===== config.mk =====
export PLATFORM = sky130hd
export DESIGN_NAME = pfid_regs
export DESIGN_NICKNAME = d
export VERILOG_FILES = /design/src/include/pfid_pkg.sv /design/src/logic/pfid_regs.sv /design/src/logic/pfid_desc_rom.sv
export SDC_FILE = /design/constraint.sdc
export NUM_CORES = 1
export LEC_CHECK = 0
export ABC_AREA = 1
export BUFFER_PORTS_ARGS = -buffer_cell sky130_fd_sc_hd__buf_4
export CAP_MARGIN = 40
export CORE_AREA = 4 4 50 52
export DETAILED_ROUTE_END_ITERATION = 16
export DIE_AREA = 0 0 54 56
export PLACE_DENSITY = 0.76
export SYNTH_ARGS = -nofsm -noshare
export SYNTH_HDL_FRONTEND = slang
export SYNTH_SLANG_ARGS = --single-unit

===== constraint.sdc =====
create_clock -name mclk -period 1.1 [get_ports mclk]
set_clock_uncertainty 0.1 [all_clocks]
set_input_delay 0.22 -clock mclk [delete_from_list [all_inputs] [get_ports mclk]]
set_output_delay 0.22 -clock mclk [all_outputs]
set_load 0.01 [all_outputs]

===== src/include/pfid_pkg.sv =====
// package of constants for the partition feature identification registers
package pfid_pkg;
	// register offsets within each feature frame
	localparam logic [11:0] PFID_ARCH_OFF = 12'h0020;
	localparam logic [11:0] PFID_CCAP_OFF = 12'h0038;
	// field positions of the architecture revision register
	localparam int PFID_MAJOR_LSB = 4;
	localparam int PFID_MINOR_LSB = 0;
	localparam int PFID_REV_W = 4;
	// field positions of the cache capacity register
	localparam int PFID_SOFTLIM_BIT = 31;
	localparam int PFID_NOCMAX_BIT = 30;
	localparam int PFID_CMIN_BIT = 29;
	localparam int PFID_CASSOC_BIT = 28;
	localparam int PFID_CASSOC_WD_LSB = 8;
	localparam int PFID_CASSOC_WD_W = 5;
	localparam int PFID_CMAX_WD_LSB = 0;
	localparam int PFID_CMAX_WD_W = 6;
	// reset value of read data
	localparam logic [31:0] PFID_RDATA_RST = 32'h0000_0000;
	// number of feature frames and resource instances
	localparam int PFID_NFRAME = 4;
	localparam int PFID_NINST = 4;
	localparam int PFID_INST_W = 2;
	// per-instance capacity description width
	localparam int PFID_DESC_W = 15;
	// feature frames
	typedef enum logic [1:0] {
		PFID_FRAME_SECURE = 2'b00,
		PFID_FRAME_NONSECURE = 2'b01,
		PFID_FRAME_ROOT = 2'b10,
		PFID_FRAME_REALM = 2'b11
	} pfid_frame_type;
	// permitted architecture levels
	typedef enum logic [1:0] {
		PFID_LVL_NONE = 2'b00,
		PFID_LVL_EARLY = 2'b01,
		PFID_LVL_BASE = 2'b10,
		PFID_LVL_POINT_ONE = 2'b11
	} pfid_level_type;
endpackage


===== src/logic/pfid_regs.sv =====
// read-only architecture revision and cache capacity identification registers
module pfid_regs
	import pfid_pkg::*;
#(
	parameter pfid_level_type LEVEL = PFID_LVL_POINT_ONE,
	parameter bit FEATURE_PRESENT = 1'b1,
	parameter bit INST_SELECT = 1'b1,
	// per frame/instance: {softlim, nocmax, cmin, cassoc, cassoc_wd[4:0], cmax_wd[5:0]}
	parameter logic [PFID_NFRAME*PFID_NINST*PFID_DESC_W-1:0] CAP_TABLE = {16{15'b1000_0000_0000_100}}
) (
	// clock, reset, enable
	input wire logic mclk,
	input wire logic sys_rst,
	input wire logic clk_en,
	// feature register inputs
	input wire logic capacity_partition_present,
	input wire logic [PFID_INST_W-1:0] resource_instance_select,
	// register access
	input wire logic rd_en,
	input wire logic wr_en,
	input wire logic [1:0] frame_sel,
	input wire logic [11:0] addr,
	input wire logic [31:0] wdata,
	output logic [31:0] rdata_q,
	output logic rvalid_q,
	// partition identifier forcing for secure requests
	input wire logic req_secure,
	output logic forced_nonsecure_partition
);
	logic [PFID_REV_W-1:0] major_revision_field;
	logic [PFID_REV_W-1:0] minor_revision_field;
	logic [31:0] arch_word;
	logic [PFID_DESC_W-1:0] desc_q;
	logic flags_live;
	logic [31:0] cap_word;
	logic rd_arch_q;
	logic rd_cap_q;
	logic [PFID_INST_W-1:0] inst_eff;
	logic unused_wr;
	logic [7:0] rev_code;

	// level to revision pairing
	function automatic logic [7:0] level_code(input pfid_level_type lv);
		unique case (lv)
			PFID_LVL_NONE: level_code = {4'h0, 4'h0};
			PFID_LVL_EARLY: level_code = {4'h0, 4'h1};
			PFID_LVL_BASE: level_code = {4'h1, 4'h0};
			PFID_LVL_POINT_ONE: level_code = {4'h1, 4'h1};
		endcase
	endfunction

	assign rev_code = level_code(LEVEL);
	assign major_revision_field = FEATURE_PRESENT ? rev_code[7:4] : 4'h0;
	assign minor_revision_field = FEATURE_PRESENT ? rev_code[3:0] : 4'h0;
	// frame does not enter this word, so all copies match
	assign arch_word = {24'h00_0000, major_revision_field, minor_revision_field};

	// forcing is a fixed property, no register controls or shows it
	assign forced_nonsecure_partition = FEATURE_PRESENT && (LEVEL == PFID_LVL_EARLY) && req_secure;

	assign inst_eff = INST_SELECT ? resource_instance_select : '0;

	pfid_desc_rom #(
		.TABLE(CAP_TABLE)
	) u_rom (
		.mclk(mclk),
		.sys_rst(sys_rst),
		.clk_en(clk_en),
		.frame(frame_sel),
		.inst(inst_eff),
		.desc_q(desc_q)
	);

	assign flags_live = (LEVEL == PFID_LVL_EARLY) || (LEVEL == PFID_LVL_POINT_ONE);

	always_comb begin
		cap_word = 32'h0000_0000;
		cap_word[PFID_CMAX_WD_LSB +: PFID_CMAX_WD_W] = desc_q[5:0];
		if (flags_live) begin
			cap_word[PFID_SOFTLIM_BIT] = desc_q[14];
			cap_word[PFID_NOCMAX_BIT] = desc_q[13];
			cap_word[PFID_CMIN_BIT] = desc_q[12];
			cap_word[PFID_CASSOC_BIT] = desc_q[11];
			cap_word[PFID_CASSOC_WD_LSB +: PFID_CASSOC_WD_W] = desc_q[10:6];
		end
	end

	// address decode, same offsets in every frame
	always_ff @(posedge mclk) begin
		if (sys_rst) begin
			rd_arch_q <= 1'b0;
			rd_cap_q <= 1'b0;
		end else if (clk_en) begin
			rd_arch_q <= rd_en && (addr == PFID_ARCH_OFF);
			rd_cap_q <= rd_en && (addr == PFID_CCAP_OFF) && FEATURE_PRESENT && capacity_partition_present;
		end
	end

	// read data one cycle after table lookup
	always_ff @(posedge mclk) begin
		if (sys_rst) begin
			rdata_q <= PFID_RDATA_RST;
			rvalid_q <= 1'b0;
		end else if (clk_en) begin
			rvalid_q <= rd_arch_q || rd_cap_q || (rvalid_q && 1'b0);
			if (rd_arch_q) begin
				rdata_q <= arch_word;
			end else if (rd_cap_q) begin
				rdata_q <= cap_word;
			end else begin
				rdata_q <= PFID_RDATA_RST;
			end
		end
	end

	// writes have no effect on any state
	assign unused_wr = wr_en ^ (^wdata);
endmodule


===== src/logic/pfid_desc_rom.sv =====
// table of per-frame, per-instance capacity descriptions with registered read
module pfid_desc_rom
	import pfid_pkg::*;
#(
	parameter logic [PFID_NFRAME*PFID_NINST*PFID_DESC_W-1:0] TABLE = '0
) (
	// clock, reset, enable
	input wire logic mclk,
	input wire logic sys_rst,
	input wire logic clk_en,
	// lookup
	input wire logic [1:0] frame,
	input wire logic [PFID_INST_W-1:0] inst,
	output logic [PFID_DESC_W-1:0] desc_q
);
	logic [3:0] idx;
	assign idx = {frame, inst};

	always_ff @(posedge mclk) begin
		if (sys_rst) begin
			desc_q <= '0;
		end else if (clk_en) begin
			desc_q <= TABLE[idx*PFID_DESC_W +: PFID_DESC_W];
		end
	end
endmodule


==> run summary <==
The first global-routing pass estimated 1220 um of wire. TritonCTS built the clock tree. Gates resized during post-CTS repair numbered 0. The final critical path takes up 95.4% of the cycle.

For the via count of the first global-routing pass, the log shows 326. The iteration-0 DRC count of the detailed router is 2. Once the floorplan was initialized, standard cells occupied 25.1% of the core.

In this run the worst path has a maximum fanout of 3. On the worst path, the slowest cell contributes a delay of 0.35 ns. Among all cell types in the netlist, the one instantiated most often is buf_4.

The post-detailed-routing wire length came out at 924 um. The largest individual stage delay along the critical path comes from the cell dfxtp_1. The critical path in this run is classified as flip-flop to output pin. The tools report the initial antenna violation count as 0. The number of flops mapped to enable cells by yosys works out to 0. STA classifies the critical path endpoint as an output pin. Number of pins with negative max-slew slack in the final report: 0. Dividing the detail-routed wire length by the instance count gives 7.28 um. The maximum level of the CTS H-tree was 1; the count of warnings emitted by yosys was 0. The achievable clock frequency was 953 MHz; the sequential area share after synthesis was 22.7%.

89 I/O pins were placed. Setup repair after global routing left no endpoint under its margin. The leading area contributor after synthesis was buf_4.

The longest clock path from root to sink contains 2 buffers. Row generation in the floorplan step produced 17 rows. The TritonCTS sink count was 6; the height of the die was 56 um.

Summed over all layers, the global routing overflow is 0. The post-route antenna net violation count was 0. The final core utilization came out at 29.3%.

On the critical path the largest part of the delay comes from flip-flops. The later pin in the worst-skew pair is clocked with a latency of 0.24 ns. The layer with the highest usage was met2.

Relative to the synthesized area, the layout overhead comes to 16.5%. The tools report the post-CTS setup buffer count as 0. The worst path buffer plus inverter count is 1. Counting every instance in the synthesized netlist gives 78. After synthesis, the cell types taking the most area are buf_4 44%, dfxtp_1 23%, nand2_1 11%, nor2_1 7.1%, inv_1 4.3%. Dividing total power by cell area gives a power density of 864 nW/um2. After detailed routing, the number of vias per cell comes to 3.31. Data on the critical path arrives at its endpoint at 0.73 ns.

Clock tree synthesis inserted a total of 3 buffers. For met2 alone, demand over resource in global routing was 8.65%. In the final design database the tool counted 156 nets. Entering global routing, the biggest net connects 8 pins. For this run, design rule violations remaining after detail routing come to 0. The run gives 0 as the number of failing setup endpoints in the final timing report. Traced cell by cell, the critical path runs through buf_4. The number of distinct standard cells referenced by the synthesized netlist is 12.

The most instantiated flip-flop cell in the synthesis netlist is dfxtp_1. The tree is rooted in a clkbuf_4. The portion of synthesized cell area occupied by the leading cell type came out at 44.0%.

For met1 alone, demand over resource in global routing was 5.63%. After synthesis the netlist holds a flip-flop and latch count of 6. The type of element launching the critical path was a flip-flop. Across the VDD grid, the largest voltage drop is 420 uV.

Of all flip-flops after synthesis, the portion carrying an async set or reset was 0%. Sorting the synthesized cells by how often they occur yields 31 x buf_4, 16 x nand2_1, 10 x nor2_1, 6 x dfxtp_1, 6 x inv_1. For this run, the total global-route usage over all layers was measured as 5.36%. The number of max-capacitance violations reported was 0. The worst path in the final design needs a cycle of 1.05 ns, including I/O delays and setup.

The die is 54 um wide. STA puts the critical path data required time at 0.78 ns. 0 antenna diodes ended up in the layout.

Per-instance average area after synthesis: 6.79 um2. For the final routed database, the setup TNS stands at 0 ns. The run finished with clean final reports.

The floorplan step defined a die boundary enclosing 3020 um2. Summed over all cells, the static leakage comes to 0.333 nW. The congestion estimate from routability-driven global placement came to 0.698. Once detailed placement completed, the half-perimeter wirelength came to 820 um.

Clock-pin slew was measured on the worst setup and hold paths at 0.05 ns. The mapped netlist covers 529 um2. Hold violation total from the final report: 0. Global routing consumed, on the met3 layer, 4.56% of the routing resources.

The run gives 420 as the total via count in the routed design. The total area inside the core boundary comes to 2110 um2. Port buffering added 21 buffers. The count of hold-fix buffers inserted at cts is 0, and the fraction of final layout cells with drive strength greater than 1 is 27.3%. For the number of detailed-routing iterations run before antenna repair, the log shows 3.

In this run the worst hold path is classified as input port to flip-flop.
[worst reg2reg max path, delay by kind of cell (launching register included)]
| kind | cells | cell delay [ns] |
|---|---|---|
| AO/OA/AOI/OAI | 1 | 0.24 |
| AND/OR/NAND/NOR | 1 | 0.08 |
| buffers and inverters | 1 | 0.04 |
| flip-flops | 1 | 0.35 |
[state kept, by name, indices dropped and copies added, names as in the netlist]
register      flops
rdata_q           2
rd_cap_q          1
u_rom.desc_q      1
rvalid_q          1
rd_arch_q         1
[cell usage in the layout (no fill, tap or decap)]
cell type / count
a21oi_1: 3
conb_1: 29
a21oi_2: 1
clkbuf_4: 3
a31o_2: 1
nand2_1: 16
dfxtp_1: 6
inv_1: 6
buf_4: 21
nand4_1: 1
nor2_1: 10
nor2_2: 1
nand3b_1: 1
[report_power, final]
part	total [mW]	leakage, nW	switching [mW]	internal, mW
clock network	0.197	0.0138	0.0741	0.123
logic	0.114	0.271	0.0704	0.0434
registers	0.222	0.0486	0.00115	0.221
[through the flow]
stage / power, mW / instance area, um2 / std cells / hold WS [ns] / worst slack (ns)
finish: 0.533 / 617 / 127 / 0.0811 / 0.0508
global route: 0.566 / 617 / 127 / 0.0799 / 0.0289
CTS: 0.540 / 617 / 127 / 0.0717 / 0.0431
detailed placement: 0.337 / 594 / 124 / 0.326 / 0.140
global placement: 0.336 / 594 / 124 / 0.322 / 0.174
floorplan: 0.362 / 634 / 106 / 0.182 / 0.273
[cell type report]
class,count,area [um2]
Multi-Input combinational cell,63,259
Sequential cell,6,120
Timing Repair Buffer,21,158
Clock buffer,3,22.5
Fill cell,229,1490
Tap cell,28,35.0
Inverter,6,22.5
[path summary, 6_finish.rpt]
path	end	startpoint	slack (ns)	cells past startpoint
max	rdata_q[4]	rdata_q[4]$_SDFFE_PP0P_	0.05	1
min	rd_cap_q$_SDFFE_PP0P_	sys_rst	0.08	2
max reg2reg	rvalid_q$_SDFFE_PP0P_	rd_arch_q$_SDFFE_PP0P_	0.25	3
min reg2reg	u_rom.desc_q[2]$_SDFFE_PP0P_	u_rom.desc_q[2]$_SDFFE_PP0P_	0.36	2
[cells by family after synthesis]
group | Yosys count | synth area share, %
flops | 6 | 22.7
other cells | 1 | 0.709
simple gates | 29 | 22.2
buf+inv | 37 | 48.2
compound gates | 5 | 6.15
[metal layers]
metal / share of wire, % / vias to the layer above / wire, um
met5: 0 / - / 0
met4: 0 / 0 / 0
met3: 19 / 0 / 175
met2: 46 / 31 / 425
met1: 35 / 171 / 322
li1: - / 218 / -
No activity file was read; power rests on OpenSTA's default activity.
